File: config.mk
export PLATFORM = sky130hd
export DESIGN_NAME = rtcst_regs
export DESIGN_NICKNAME = d
export VERILOG_FILES = /design/src/verilog/rtcst_pkg.sv /design/src/verilog/rtcst_regs.sv
export SDC_FILE = /design/constraint.sdc
export NUM_CORES = 1
export LEC_CHECK = 0
export BUFFER_PORTS_ARGS = -buffer_cell sky130_fd_sc_hd__buf_4
export CAP_MARGIN = 0
export CORE_MARGIN = 8
export CORE_UTILIZATION = 40
export DETAILED_ROUTE_END_ITERATION = 6
export PLACE_DENSITY_LB_ADDON = 0.3
export SYNTH_ARGS = -nofsm -noshare
export SYNTH_HDL_FRONTEND = slang
export SYNTH_SLANG_ARGS = --single-unit
File: constraint.sdc
create_clock -name aclk -period 3.83 [get_ports aclk]
set_input_delay 0 -clock aclk [delete_from_list [all_inputs] [get_ports aclk]]
set_output_delay 0 -clock aclk [all_outputs]
set_load 0.01 [all_outputs]
File: src/verilog/rtcst_pkg.sv
// Purpose: Shared constants for the clock status, test and adjust register block.
// Assumes: Registers sit in one aligned 32-bit word each; byte address is four times the index.
// Notes: Only the low four data bits of the device registers carry meaning.
`default_nettype none
package rtcst_pkg;
    // ****************************************************************
    // Bus geometry and answers
    // ****************************************************************
    localparam int RTCST_ADDR_W = 8;
    localparam int RTCST_DATA_W = 32;
    localparam int RTCST_IDX_W = 6;
    localparam logic [1:0] RTCST_RESP_OKAY = 2'h0;
    localparam logic [1:0] RTCST_RESP_SLVERR = 2'h2;
    localparam logic [31:0] RTCST_RD_ZERO = 32'h0;
    // ****************************************************************
    // Register indices (byte address = index * 4)
    // ****************************************************************
    localparam logic [5:0] RTCST_IDX_ADJUST = 6'h01;
    localparam logic [5:0] RTCST_IDX_STATUS = 6'h0E;
    localparam logic [5:0] RTCST_IDX_TESTDIV = 6'h0F;
    localparam logic [5:0] RTCST_IDX_IRQ_STATUS = 6'h10;
    localparam logic [5:0] RTCST_IDX_IRQ_MASK = 6'h11;
    // ****************************************************************
    // Field positions
    // ****************************************************************
    localparam int RTCST_BIT_OSC = 0;
    localparam int RTCST_BIT_ALARM = 1;
    localparam int RTCST_BIT_PERIODIC = 2;
    localparam int RTCST_BIT_BUSY = 3;
    localparam int RTCST_BIT_ROUND = 0;
    localparam int RTCST_BIT_DIV_RST = 1;
    localparam int RTCST_BIT_TEST_B = 2;
    localparam int RTCST_BIT_TEST_A = 3;
    localparam int RTCST_IRQ_W = 4;
    localparam int RTCST_IRQ_OSC = 0;
    localparam int RTCST_IRQ_ALARM = 1;
    localparam int RTCST_IRQ_PERIODIC = 2;
    localparam int RTCST_IRQ_BUSY_DONE = 3;
    // ****************************************************************
    // Reset values and timing
    // ****************************************************************
    localparam logic RTCST_TEST_RST = 1'b1;
    localparam logic [3:0] RTCST_IRQ_RST = 4'h0;
    localparam int RTCST_BUSY_TIME_NS = 122100;
    localparam int RTCST_CLK_PERIOD_NS = 100;
    localparam int RTCST_BUSY_CYCLES = RTCST_BUSY_TIME_NS / RTCST_CLK_PERIOD_NS;
    localparam int RTCST_BUSY_W = 11;
    localparam logic [10:0] RTCST_BUSY_LOAD = 11'(RTCST_BUSY_CYCLES);
    localparam logic [10:0] RTCST_BUSY_ZERO = 11'h000;
    localparam logic [10:0] RTCST_BUSY_ONE = 11'h001;
endpackage
`default_nettype wire

File: src/verilog/rtcst_regs.sv
// Purpose: Status, test/divider-reset and second-adjust registers of a real-time clock.
// Assumes: AXI4-Lite slave on aclk; counter, alarm and periodic logic sit outside.
`timescale 1ns/1ns
`default_nettype none
module rtcst_regs (
    input wire logic aclk,
    input wire logic aresetn,
    input wire logic [rtcst_pkg::RTCST_ADDR_W-1:0] awaddr,
    input wire logic [2:0] awprot,
    input wire logic awvalid,
    output logic awready,
    input wire logic [rtcst_pkg::RTCST_DATA_W-1:0] wdata,
    input wire logic [3:0] wstrb,
    input wire logic wvalid,
    output logic wready,
    output logic [1:0] bresp,
    output logic bvalid,
    input wire logic bready,
    input wire logic [rtcst_pkg::RTCST_ADDR_W-1:0] araddr,
    input wire logic [2:0] arprot,
    input wire logic arvalid,
    output logic arready,
    output logic [rtcst_pkg::RTCST_DATA_W-1:0] rdata,
    output logic [1:0] rresp,
    output logic rvalid,
    input wire logic rready,
    output logic irq,
    input wire logic osc_running,
    input wire logic chip_enable,
    input wire logic bank_sel,
    input wire logic alarm_irq_enable,
    input wire logic alarm_match,
    input wire logic periodic_active,
    input wire logic periodic_level_mode,
    input wire logic counter_carry,
    input wire logic seconds_ge_30,
    output logic interrupt_out_n,
    output logic timer_source_msb_clear,
    output logic divider_reset,
    output logic seconds_clear,
    output logic minute_increment,
    output logic factory_test_bit_a,
    output logic factory_test_bit_b,
    output logic counter_busy_flag
);
    import rtcst_pkg::*;
    // ****************************************************************
    // Declarations
    // ****************************************************************
    logic aw_held;
    logic w_held;
    logic [RTCST_IDX_W-1:0] aw_idx;
    logic [3:0] w_nib;
    logic w_lane0;
    logic [1:0] in_meta;
    logic [1:0] in_sync;
    logic osc_stop_flag;
    logic osc_stopped_d;
    logic alarm_match_flag;
    logic alarm_hit_d;
    logic periodic_irq_flag;
    logic periodic_d;
    logic busy_d;
    logic [RTCST_BUSY_W-1:0] busy_cnt;
    logic [RTCST_IRQ_W-1:0] irq_status;
    logic [RTCST_IRQ_W-1:0] irq_mask;
    logic [31:0] busy_len;
    logic osc_sync;
    logic ce_sync;
    logic do_write;
    logic wr_en;
    logic wr_status;
    logic wr_testdiv;
    logic wr_adjust;
    logic wr_irq_status;
    logic wr_irq_mask;
    logic wr_mapped;
    logic [RTCST_IDX_W-1:0] ar_idx;
    logic rd_mapped;
    logic [3:0] status_word;
    logic [3:0] rd_nib;
    logic alarm_hit;
    logic alarm_set;
    logic periodic_set;
    logic start_div_rst;
    logic start_adjust;
    logic next_osc_stop_flag;
    logic next_alarm_match_flag;
    logic next_periodic_irq_flag;
    logic [RTCST_BUSY_W-1:0] next_busy_cnt;
    logic [RTCST_IRQ_W-1:0] irq_event;
    logic [RTCST_IRQ_W-1:0] next_irq_status;

    // ****************************************************************
    // Bus decode
    // ****************************************************************
    // Address and data are held separately; the write fires once both are in.
    assign awready = !aw_held;
    assign wready = !w_held;
    assign arready = !rvalid;
    assign osc_sync = in_sync[0];
    assign ce_sync = in_sync[1];
    assign do_write = aw_held && w_held && !bvalid;
    assign wr_en = do_write && w_lane0;
    // Status and test/divider decode ignore the bank; adjust needs bank 1.
    assign wr_status = wr_en && (aw_idx == RTCST_IDX_STATUS);
    assign wr_testdiv = wr_en && (aw_idx == RTCST_IDX_TESTDIV);
    assign wr_adjust = wr_en && bank_sel && (aw_idx == RTCST_IDX_ADJUST);
    assign wr_irq_status = wr_en && (aw_idx == RTCST_IDX_IRQ_STATUS);
    assign wr_irq_mask = wr_en && (aw_idx == RTCST_IDX_IRQ_MASK);
    assign wr_mapped = (aw_idx == RTCST_IDX_STATUS) || (aw_idx == RTCST_IDX_TESTDIV)
        || (bank_sel && (aw_idx == RTCST_IDX_ADJUST))
        || (aw_idx == RTCST_IDX_IRQ_STATUS) || (aw_idx == RTCST_IDX_IRQ_MASK);
    assign ar_idx = araddr[RTCST_ADDR_W-1:2];
    assign rd_mapped = (ar_idx == RTCST_IDX_STATUS) || (ar_idx == RTCST_IDX_TESTDIV)
        || (bank_sel && (ar_idx == RTCST_IDX_ADJUST))
        || (ar_idx == RTCST_IDX_IRQ_STATUS) || (ar_idx == RTCST_IDX_IRQ_MASK);
    // Write-only registers and unmapped words read as zero.
    assign status_word = {counter_busy_flag, periodic_irq_flag, alarm_match_flag, osc_stop_flag};
    assign rd_nib = (ar_idx == RTCST_IDX_STATUS) ? status_word
        : (ar_idx == RTCST_IDX_IRQ_STATUS) ? irq_status
        : (ar_idx == RTCST_IDX_IRQ_MASK) ? irq_mask
        : 4'h0;

    // ****************************************************************
    // Flag next values
    // ****************************************************************
    // A hardware set always wins over a software clear in the same cycle.
    assign next_osc_stop_flag = !osc_sync
        || (osc_stop_flag && !(wr_status && !w_nib[RTCST_BIT_OSC]));
    assign alarm_hit = alarm_irq_enable && alarm_match;
    assign alarm_set = alarm_hit && !alarm_hit_d;
    assign next_alarm_match_flag = alarm_irq_enable
        && (alarm_set || (alarm_match_flag && !(wr_status && !w_nib[RTCST_BIT_ALARM])));
    assign periodic_set = periodic_active && !periodic_d;
    assign next_periodic_irq_flag = !periodic_level_mode ? periodic_active
        : (periodic_set
        || (periodic_irq_flag && !(wr_status && !w_nib[RTCST_BIT_PERIODIC])));
    assign start_div_rst = wr_testdiv && w_nib[RTCST_BIT_DIV_RST];
    assign start_adjust = wr_adjust && w_nib[RTCST_BIT_ROUND];
    assign next_busy_cnt = (start_div_rst || start_adjust) ? RTCST_BUSY_LOAD
        : (busy_cnt != RTCST_BUSY_ZERO) ? busy_cnt - RTCST_BUSY_ONE
        : RTCST_BUSY_ZERO;
    assign irq_event[RTCST_IRQ_OSC] = !osc_sync && !osc_stopped_d;
    assign irq_event[RTCST_IRQ_ALARM] = alarm_set;
    assign irq_event[RTCST_IRQ_PERIODIC] = periodic_set;
    assign irq_event[RTCST_IRQ_BUSY_DONE] = busy_d && !counter_busy_flag;
    assign next_irq_status = irq_event
        | (irq_status & ~(wr_irq_status ? w_nib : RTCST_IRQ_RST));

    // ****************************************************************
    // Write channel
    // ****************************************************************
    // Captures address and data, then answers once both have been taken.
    always_ff @(posedge aclk) begin
        if (!aresetn) begin
            aw_held <= 1'b0;
            w_held <= 1'b0;
            aw_idx <= '0;
            w_nib <= 4'h0;
            w_lane0 <= 1'b0;
            bvalid <= 1'b0;
            bresp <= RTCST_RESP_OKAY;
        end else begin
            if (awvalid && awready) begin
                aw_held <= 1'b1;
                aw_idx <= awaddr[RTCST_ADDR_W-1:2];
            end
            if (wvalid && wready) begin
                w_held <= 1'b1;
                w_nib <= wdata[3:0];
                w_lane0 <= wstrb[0];
            end
            if (do_write) begin
                aw_held <= 1'b0;
                w_held <= 1'b0;
                bvalid <= 1'b1;
                bresp <= wr_mapped ? RTCST_RESP_OKAY : RTCST_RESP_SLVERR;
            end else if (bvalid && bready) begin
                bvalid <= 1'b0;
            end
        end
    end

    // Read channel answers one cycle after the address is taken.
    always_ff @(posedge aclk) begin
        if (!aresetn) begin
            rvalid <= 1'b0;
            rdata <= RTCST_RD_ZERO;
            rresp <= RTCST_RESP_OKAY;
        end else if (arvalid && arready) begin
            rvalid <= 1'b1;
            rdata <= {28'h0, rd_nib};
            rresp <= rd_mapped ? RTCST_RESP_OKAY : RTCST_RESP_SLVERR;
        end else if (rvalid && rready) begin
            rvalid <= 1'b0;
        end
    end

    // ****************************************************************
    // Status flags and pulses
    // ****************************************************************
    // Oscillator and chip enable come from outside and pass two flip-flops.
    always_ff @(posedge aclk) begin
        if (!aresetn) begin
            in_meta <= 2'h3;
            in_sync <= 2'h3;
        end else begin
            in_meta <= {chip_enable, osc_running};
            in_sync <= in_meta;
        end
    end

    // Sticky flags, their edge history and the outgoing pulses.
    always_ff @(posedge aclk) begin
        if (!aresetn) begin
            osc_stop_flag <= 1'b0;
            osc_stopped_d <= 1'b0;
            alarm_match_flag <= 1'b0;
            alarm_hit_d <= 1'b0;
            periodic_irq_flag <= 1'b0;
            periodic_d <= 1'b0;
            timer_source_msb_clear <= 1'b0;
            divider_reset <= 1'b0;
            seconds_clear <= 1'b0;
            minute_increment <= 1'b0;
            interrupt_out_n <= 1'b1;
        end else begin
            osc_stop_flag <= next_osc_stop_flag;
            osc_stopped_d <= !osc_sync;
            alarm_match_flag <= next_alarm_match_flag;
            alarm_hit_d <= alarm_hit;
            periodic_irq_flag <= next_periodic_irq_flag;
            periodic_d <= periodic_active;
            timer_source_msb_clear <= !osc_sync && !osc_stopped_d;
            divider_reset <= start_div_rst || start_adjust;
            seconds_clear <= start_adjust;
            minute_increment <= start_adjust && seconds_ge_30;
            interrupt_out_n <= !(next_alarm_match_flag || next_periodic_irq_flag);
        end
    end

    // Busy window from divider reset or adjust, plus live counter carries.
    always_ff @(posedge aclk) begin
        if (!aresetn) begin
            busy_cnt <= RTCST_BUSY_ZERO;
            counter_busy_flag <= 1'b0;
            busy_d <= 1'b0;
        end else begin
            busy_cnt <= next_busy_cnt;
            counter_busy_flag <= counter_carry || (busy_cnt != RTCST_BUSY_ZERO);
            busy_d <= counter_busy_flag;
        end
    end

    // Test bits take written values; chip enable low forces normal mode.
    always_ff @(posedge aclk) begin
        if (!aresetn || !ce_sync) begin
            factory_test_bit_a <= RTCST_TEST_RST;
            factory_test_bit_b <= RTCST_TEST_RST;
        end else if (wr_testdiv) begin
            factory_test_bit_a <= w_nib[RTCST_BIT_TEST_A];
            factory_test_bit_b <= w_nib[RTCST_BIT_TEST_B];
        end
    end

    // ****************************************************************
    // Interrupt status and mask
    // ****************************************************************
    // Events latch into status; write one clears; mask gates the level output.
    always_ff @(posedge aclk) begin
        if (!aresetn) begin
            irq_status <= RTCST_IRQ_RST;
            irq_mask <= RTCST_IRQ_RST;
            irq <= 1'b0;
        end else begin
            irq_status <= next_irq_status;
            if (wr_irq_mask) begin
                irq_mask <= w_nib;
            end
            irq <= |(next_irq_status & (wr_irq_mask ? w_nib : irq_mask));
        end
    end

    // ****************************************************************
    // Checks
    // ****************************************************************
    // Counts busy cycles since the last start while no carry is present.
    always_ff @(posedge aclk) begin
        if (!aresetn || counter_carry || start_div_rst || start_adjust) begin
            busy_len <= 32'h0;
        end else if (counter_busy_flag) begin
            busy_len <= busy_len + 32'h1;
        end else begin
            busy_len <= 32'h0;
        end
    end
    property p_osc_sticky;
        @(posedge aclk) disable iff (!aresetn)
        osc_stop_flag && !(wr_status && !w_nib[RTCST_BIT_OSC]) |=> osc_stop_flag;
    endproperty
    a_osc_sticky: assert property (p_osc_sticky) else $error("stop flag lost");
    property p_tmsb;
        @(posedge aclk) disable iff (!aresetn)
        $fell(osc_sync) |=> timer_source_msb_clear ##1 osc_stop_flag;
    endproperty
    a_tmsb: assert property (p_tmsb) else $error("no timer msb clear");
    property p_alarm_off;
        @(posedge aclk) disable iff (!aresetn)
        !alarm_irq_enable |=> !alarm_match_flag;
    endproperty
    a_alarm_off: assert property (p_alarm_off) else $error("alarm flag while off");
    property p_alarm_set;
        @(posedge aclk) disable iff (!aresetn)
        alarm_irq_enable && alarm_match && !alarm_hit_d |=> alarm_match_flag && !interrupt_out_n;
    endproperty
    a_alarm_set: assert property (p_alarm_set) else $error("alarm flag missed");
    property p_pulse_mode;
        @(posedge aclk) disable iff (!aresetn)
        !periodic_level_mode |=> periodic_irq_flag == $past(periodic_active);
    endproperty
    a_pulse_mode: assert property (p_pulse_mode) else $error("periodic flag wrong");
    property p_busy_start;
        @(posedge aclk) disable iff (!aresetn)
        start_div_rst |=> divider_reset ##1 counter_busy_flag [*8];
    endproperty
    a_busy_start: assert property (p_busy_start) else $error("busy not raised");
    property p_busy_max;
        @(posedge aclk) disable iff (!aresetn)
        busy_len <= RTCST_BUSY_CYCLES;
    endproperty
    a_busy_max: assert property (p_busy_max) else $error("busy too long");
    property p_test_force;
        @(posedge aclk) disable iff (!aresetn)
        !ce_sync |=> factory_test_bit_a && factory_test_bit_b;
    endproperty
    a_test_force: assert property (p_test_force) else $error("test bits not forced");
    property p_rd_zero;
        @(posedge aclk) disable iff (!aresetn)
        arvalid && arready && (ar_idx == RTCST_IDX_TESTDIV) |=> rvalid && rdata == RTCST_RD_ZERO;
    endproperty
    a_rd_zero: assert property (p_rd_zero) else $error("write-only read nonzero");
    property p_interrupt_out_n;
        @(posedge aclk) disable iff (!aresetn)
        !alarm_match_flag && !periodic_irq_flag |-> interrupt_out_n;
    endproperty
    a_interrupt_out_n: assert property (p_interrupt_out_n) else $error("interrupt low with no flag");
endmodule
`default_nettype wire

==> qor.yml, run 1 <==
critical_path:
  worst-path-buf-inv: 0
  slowest_stage: "o41ai_2"
  regToRegSetupSlack_ns: 1.68
  crit_path_start_kind: "flop"
  cp_top_family: "compound AO/OA/AOI/OAI gates"
  cp.required_ns: 4.04
  cp.arrival_ns: 2.36
  r2r_start: "busy_cnt[3]$_SDFF_PP0_"
  critPathKind: "flop to flop"
  crit_path_cell_trace: "or4_1 -> o41ai_2 -> o21bai_1 -> nor2_1"
  cpPeakStageDelay_ns: 0.64
  reg2reg_to: "busy_cnt[4]$_SDFF_PP0_"
  critical_path.startpoint: "busy_cnt[3]$_SDFF_PP0_"
  r2r_cells: 4
  cp-end-kind: "flop"
  critPathMaxFanout: 7
clock_network:
  cts_setup_buffers: 0
  hold_buffers: 25
  clk_pin_slew_ns: 0.06
  root_buffer: "clkbuf_8"
  clock_sinks: 60
  cts_resized: 0
  cts_tree: "yes"
  clock_latency_ns: 0.34
  h-tree-depth: 3
  cts_buffers: 9
  cts_buffer_depth: 2
timing:
  finalClockSkew_ns: 0.00545
  finalHoldViolCount: 0
  tns_ns: 0
  relSlewSlack_pct: 55.0
  max_freq_mhz: 464
  holdWs_ns: 0.0493
  slew_viol_final: 0
  setup-violations-final: 0
  period_share_pct: 56.2
  tightest_slew_ns: 0.667
  rsz0062_at_grt: "false"
  period_needed_ns: 2.15
worst_hold_path:
  min-delay-path-class: "input pin to flop"
  min_to: "in_sync[1]$_SDFF_PN1_"
  hp-start: "aresetn"
  min_path_cells: 2
synth:
  synthesis.area_sq_mm: 0.00281
  synth-main-ff-cell: "dfxtp_1"
  synth_edf_count: 0
  syn_inst: 297
  ys_ff_latch: 60
  synth.distinct_cells: 49
  synth_warnings: 0
  synth_top_area_share_pct: 42.8
  yosysTopAreaCell: "dfxtp_1"
  yosysSeqAreaShare_pct: 42.8
  avgSynthCellArea_sq_um: 9.45
  synth.area.top_cells: "dfxtp_1 43%, buf_4 8.0%, mux2i_1 4.6%"
  async_reset_ff_share_pct: 0
finish:
  diodes: 0
  multi_input_area_sq_mm: 0.00137
  syn2layout_area_growth_pct: 27.5
  drive_above_1_share_pct: 19.9
  final_nets: 449
  fillers: 635
  seq_area_sq_mm: 0.00120
global_routing:
  grt_antenna_before_repair: 0
  grt_max_degree: 47
  grt_pass1_vias: 2274
  grt_pass1_wl_um: 10900
  globalRouteTotalUtil_pct: 13.7
  grt-ovfl-total: 0
power_and_ir_drop:
  comb_power_share_pct: 22.8
  switching_share_pct: 29.3
  pwr-share-seq_pct: 44.7
  leakage_nw: 1.58
  p_per_area_mw_per_mm2: 470
  p_switching_w: 0.000493
  p_clk_share_pct: 32.5
  vdd_drop_max_mv: 0.180
  p_int_w: 0.00119
route:
  wire_per_inst_um: 13.8
  firstDrtPassIters: 4
  ant_nets: 0
  drtIter0Drc: 120
  post_drt_via_cell_ratio: 4.73
  drc: 0
  routed-via-count: 2239
  wl_um: 6530
floorplanning:
  start_util_pct: 41.3
  ios: 124
  die_y_um: 99.8
  core_sq_mm: 0.00679
  dieArea_sq_mm: 0.00996
  die_w_um: 99.8
  num_rows: 30
outcome:
  status: "complete, no violations"
placed_design:
  dp_hpwl_um: 4740
  portBuffers: 52
  gp_congestion: 0.824
run:
  cap_violations: 0
[layer usage]
metal | vias up | global-route usage [%] | part of all wire (%) | routed length (um)
met1 | 1028 | 15.8 | 45 | 2930
met4 | 0 | 6.98 | 2.0 | 130
met5 | - | 0 | 0 | 0
met2 | 65 | 22.2 | 46 | 3030
met3 | 13 | 4.36 | 6.7 | 439
li1 | 1133 | - | - | -
[worst max-delay path by stage]
stage / endpoint / slack (ns) / depth (start not counted)
6_report: busy_cnt[4]$_SDFF_PP0_ / 1.68 / 4
5_1_grt: busy_cnt[4]$_SDFF_PP0_ / 1.53 / 4
4_1_cts: busy_cnt[4]$_SDFF_PP0_ / 1.66 / 4
3_5_place_dp: busy_cnt[4]$_SDFF_PP0_ / 1.67 / 4
3_3_place_gp: busy_cnt[4]$_SDFF_PP0_ / 1.71 / 4
2_1_floorplan: irq$_SDFF_PN0_ / 1.99 / 5
[layout by cell type, fill, tap and decap left out, types with 8 or more instances in the layout]
master and count:
dlygate4sd3_1 25, nor2b_1 15, clkbuf_8 10, dfxtp_1 60, inv_1 15, conb_1 30
nor2_1 19, a21boi_0 8, a21oi_1 8, nand2b_1 11, buf_4 53, mux2i_1 13
nand2_1 10
[through the flow]
step / worst slack (ns) / area [sq um] / cells / util [%] / power [W]
2_1_floorplan: 1.99 / 2920 / 326 / - / 0.00104
3_3_place_gp: 1.71 / 3140 / 433 / 46.2 / 0.00111
3_5_place_dp: 1.67 / 3140 / 433 / 46.2 / 0.00113
4_1_cts: 1.66 / 3580 / 473 / 52.7 / 0.00170
5_1_grt: 1.53 / 3580 / 473 / 52.7 / 0.00178
6_report: 1.68 / 3580 / 473 / 52.7 / 0.00168
[cell families after synthesis]
family / after synthesis / share of synthesized area [%]
mux: 14 / 5.04
fa+ha+maj: 2 / 0.891
other cells: 1 / 0.134
xor+xnor: 9 / 2.81
flops: 60 / 42.8
simple gates: 96 / 19.9
compound gates: 58 / 16.0
buf+inv: 57 / 12.5
[worst register-to-register path: stages, from the launching register on]
cell,delay [ns]
dfxtp_1,0.34
or4_1,0.58
o41ai_2,0.64
o21bai_1,0.35
nor2_1,0.11
[cell type report]
| type | instances | area share [%] |
|---|---|---|
| Tap cell | 96 | 3.35 |
| Clock buffer | 10 | 3.84 |
| Timing Repair Buffer | 78 | 18.1 |
| Inverter | 15 | 1.57 |
| Multi-Input combinational cell | 209 | 38.1 |
| Sequential cell | 60 | 33.5 |
| Clock inverter | 5 | 1.47 |
[synthesized netlist by cell type, drive strengths merged (2+ instances only)]
| master | n |
|---|---|
| a21boi | 8 |
| a21o | 2 |
| a21oi | 8 |
| a22oi | 2 |
| a2bb2oi | 2 |
| a31oi | 2 |
| and2 | 4 |
| and3 | 3 |
| and3b | 2 |
| buf | 34 |
| clkbuf | 8 |
| dfxtp | 60 |
| ha | 2 |
| inv | 15 |
| mux2i | 13 |
| nand2 | 10 |
| nand2b | 11 |
| nand3 | 3 |
| nand3b | 6 |
| nand4 | 4 |
| nand4b | 3 |
| nor2 | 19 |
| nor2b | 15 |
| nor3 | 7 |
| nor4 | 2 |
| o211a | 5 |
| o21a | 3 |
| o21ai | 7 |
| o22ai | 2 |
| o2bb2ai | 4 |
| o31ai | 4 |
| o41ai | 5 |
| or4 | 2 |
| xnor2 | 4 |
| xor2 | 5 |
[sequential cells by signal, summed over array words and instances (netlist names), 2 cells and up]
name,flops
in_meta,2
in_sync,2
irq_mask,4
busy_cnt,11
aw_idx,6
w_nib,4
rdata,4
irq_status,4
[power groups by stage]
stage	Combinational [W]	Sequential (W)	Clock [W]
after global routing	0.000429	0.000764	0.000590
after detailed placement	0.000363	0.000764	0
after floorplan	0.000291	0.000754	0
final	0.000384	0.000752	0.000547
after CTS	0.000385	0.000751	0.000565
after global placement	0.000353	0.000762	0
(Power assumes the default switching activity.)
==> run 2, diff against run 1 <==
clock period = 2.05 ns   (was 3.83 ns; I/O delays follow)
==> run 2 against run 1 <==
Sequential cell count unchanged. Clock power up 80%. Worst setup slack worse by 1.5 ns. Combinational power up 98%. Utilization up 1.4 points. Power up 86%. Worst hold slack worse by 0.037 ns. Global-route usage down 0.18 points. Sequential share of layout area down 0.88 points. Count of clock-buffer cells in the layout up 2. Critical endpoint is now irq$_SDFF_PN0_. Largest cell class unchanged. Largest power group unchanged. Highest routed layer unchanged.
==> qor.yml, run 2 (synthesis gave the netlist of run 1 again) <==
finish:
  largest_reg_flops: 11
  diodes: 0
  reg.largest.list: "busy_cnt x11, aw_idx x6"
  regMostFlops: "busy_cnt"
  drive_above_1_share_pct: 22.6
  final_nets: 460
  syn2layout_area_growth_pct: 31.0
  final_common_cell: "buf_4"
  post-route-util_pct: 54.1
  mostFrequentLayoutCells: "63 x buf_4, 60 x dfxtp_1, 30 x conb_1"
  fillers: 620
run:
  cap_violations: 0
route:
  routed-via-count: 2251
  firstDrtPassIters: 4
  drc: 0
  post_drt_via_cell_ratio: 4.64
  wire_per_inst_um: 13.6
  ant_nets: 0
  wl_um: 6610
  drtIter0Drc: 167
global_routing:
  grt-ovfl-total: 0
  grt_pass1_wl_um: 10600
  grt_max_degree: 39
  busiest_layer: "met2"
  globalRouteTotalUtil_pct: 13.5
  grt_antenna_before_repair: 0
  grt_pass1_vias: 2263
  use_met3_pct: 5.05
  grt_util_met1_pct: 15.4
  gr-usage-met2_pct: 21.5
timing:
  finalClockSkew_ns: 0.00745
  finalHoldViolCount: 0
  tns_ns: 0
  period_needed_ns: 1.87
  setup-violations-final: 0
  rsz0062_at_grt: "false"
  slew_viol_final: 0
  tightest_slew_ns: 0.680
  relSlewSlack_pct: 54.6
  max_freq_mhz: 534
  period_share_pct: 91.3
floorplanning:
  num_rows: 30
  start_util_pct: 41.3
  dieArea_sq_mm: 0.00996
  die_y_um: 99.8
  die_w_um: 99.8
  ios: 124
  core_sq_mm: 0.00679
power_and_ir_drop:
  p_per_area_mw_per_mm2: 853
  p_clk_share_pct: 31.4
  p_int_w: 0.00220
  vdd_drop_max_mv: 0.470
  comb_power_share_pct: 24.2
  p_switching_w: 0.000936
  pwr-share-seq_pct: 44.4
  switching_share_pct: 29.9
  leakage_nw: 1.64
critical_path:
  worst-path-buf-inv: 0
  crit_path_start_kind: "flop"
  cp-end-kind: "flop"
  cp_top_family: "compound AO/OA/AOI/OAI gates"
  critPathMaxFanout: 4
  cpPeakStageDelay_ns: 0.55
  crit_path_cell_trace: "or3b_2 -> o41ai_2 -> a22oi_1 -> o41a_1"
  slowest_stage: "or3b_2"
  cp.arrival_ns: 2.09
  cp.required_ns: 2.27
  critPathKind: "flop to flop"
clock_network:
  cts_tree: "yes"
  cts_buffers: 9
  cts_setup_buffers: 0
  clock_sinks: 60
  h-tree-depth: 3
  cts_buffer_depth: 2
  root_buffer: "clkbuf_8"
  clock_latency_ns: 0.34
  clk_pin_slew_ns: 0.07
placed_design:
  gp_congestion: 0.854
  portBuffers: 52
  dp_hpwl_um: 4840
outcome:
  status: "complete, no violations"
worst_hold_path:
  min-delay-path-class: "input pin to flop"
==> run 2: cell types whose count changed in the layout (fill, tap and decap cells not counted) <==
| cell | change |
|---|---|
| buf_4 | +10 |
| clkbuf_8 | +2 |
| buf_12 | +1 |
| bufinv_16 | -1 |
| or4b_1 | -1 |
| or4b_4 | +1 |
==> run 2: path summary, 6_finish.rpt <==
kind,start,end,slack [ns],depth (start not counted)
setup / recovery,aw_idx[5]$_SDFFE_PN0P_,irq$_SDFF_PN0_,0.18,4
hold / removal,aresetn,in_meta[1]$_SDFF_PN1_,0.01,2
setup reg to reg,aw_idx[5]$_SDFFE_PN0P_,irq$_SDFF_PN0_,0.18,4
hold reg to reg,in_sync[1]$_SDFF_PN1_,factory_test_bit_a$_SDFFE_PP1N_,0.39,1
==> run 2: timing repair <==
| item | in CTS | in global routing |
|---|---|---|
| gates resized for setup | 0 | 1 |
| hold endpoints to repair | 24 | 0 |
| hold buffers | 25 | 0 |
| endpoints found under the setup margin | 0 | 1 |
==> run 2: final cells by class <==
| type | count | area (sq um) | share of cell area, % |
|---|---|---|---|
| multi-input cells | 209 | 1370 | 37.2 |
| flip-flops and latches | 60 | 1200 | 32.7 |
| repair buffers | 89 | 743 | 20.2 |
| clock buffers | 12 | 165 | 4.49 |
| well taps | 96 | 120 | 3.27 |
| inverters | 15 | 56.3 | 1.53 |
| clock inverters | 4 | 22.5 | 0.612 |
==> run 2: worst reg2reg max path, delay by kind of cell, from the launching register on <==
family | cells | cell delay [ns]
flops | 1 | 0.31
compound gates | 3 | 0.90
simple gates | 1 | 0.55
==> run 2: stage by stage <==
stage	power [W]	setup WS (ns)	hold slack, ns	cell area, sq um	std cells
4_1_cts	0.00316	0.0687	0.00857	3670	485
5_1_grt	0.00332	0.0707	0.0201	3680	485
3_3_place_gp	0.00212	0.0807	0.184	3240	444
6_report	0.00314	0.179	0.0124	3680	485
2_1_floorplan	0.00195	0.212	0.101	2920	326
3_5_place_dp	0.00213	0.0800	0.186	3240	444
==> run 2: power groups by stage <==
stage | Combinational (W) | Clock (W) | Sequential [W]
3_3_place_gp | 0.000704 | 0 | 0.00141
4_1_cts | 0.000763 | 0.00101 | 0.00139
5_1_grt | 0.000843 | 0.00107 | 0.00141
6_report | 0.000760 | 0.000984 | 0.00139
2_1_floorplan | 0.000544 | 0 | 0.00141
3_5_place_dp | 0.000719 | 0 | 0.00142
==> run 2: routing by layer <==
metal	part of all wire, %	vias up	wire [um]
li1	-	1153	-
met1	44	1012	2930
met2	46	78	3040
met3	7.7	8	511
met4	2.0	0	129
met5	0	-	0
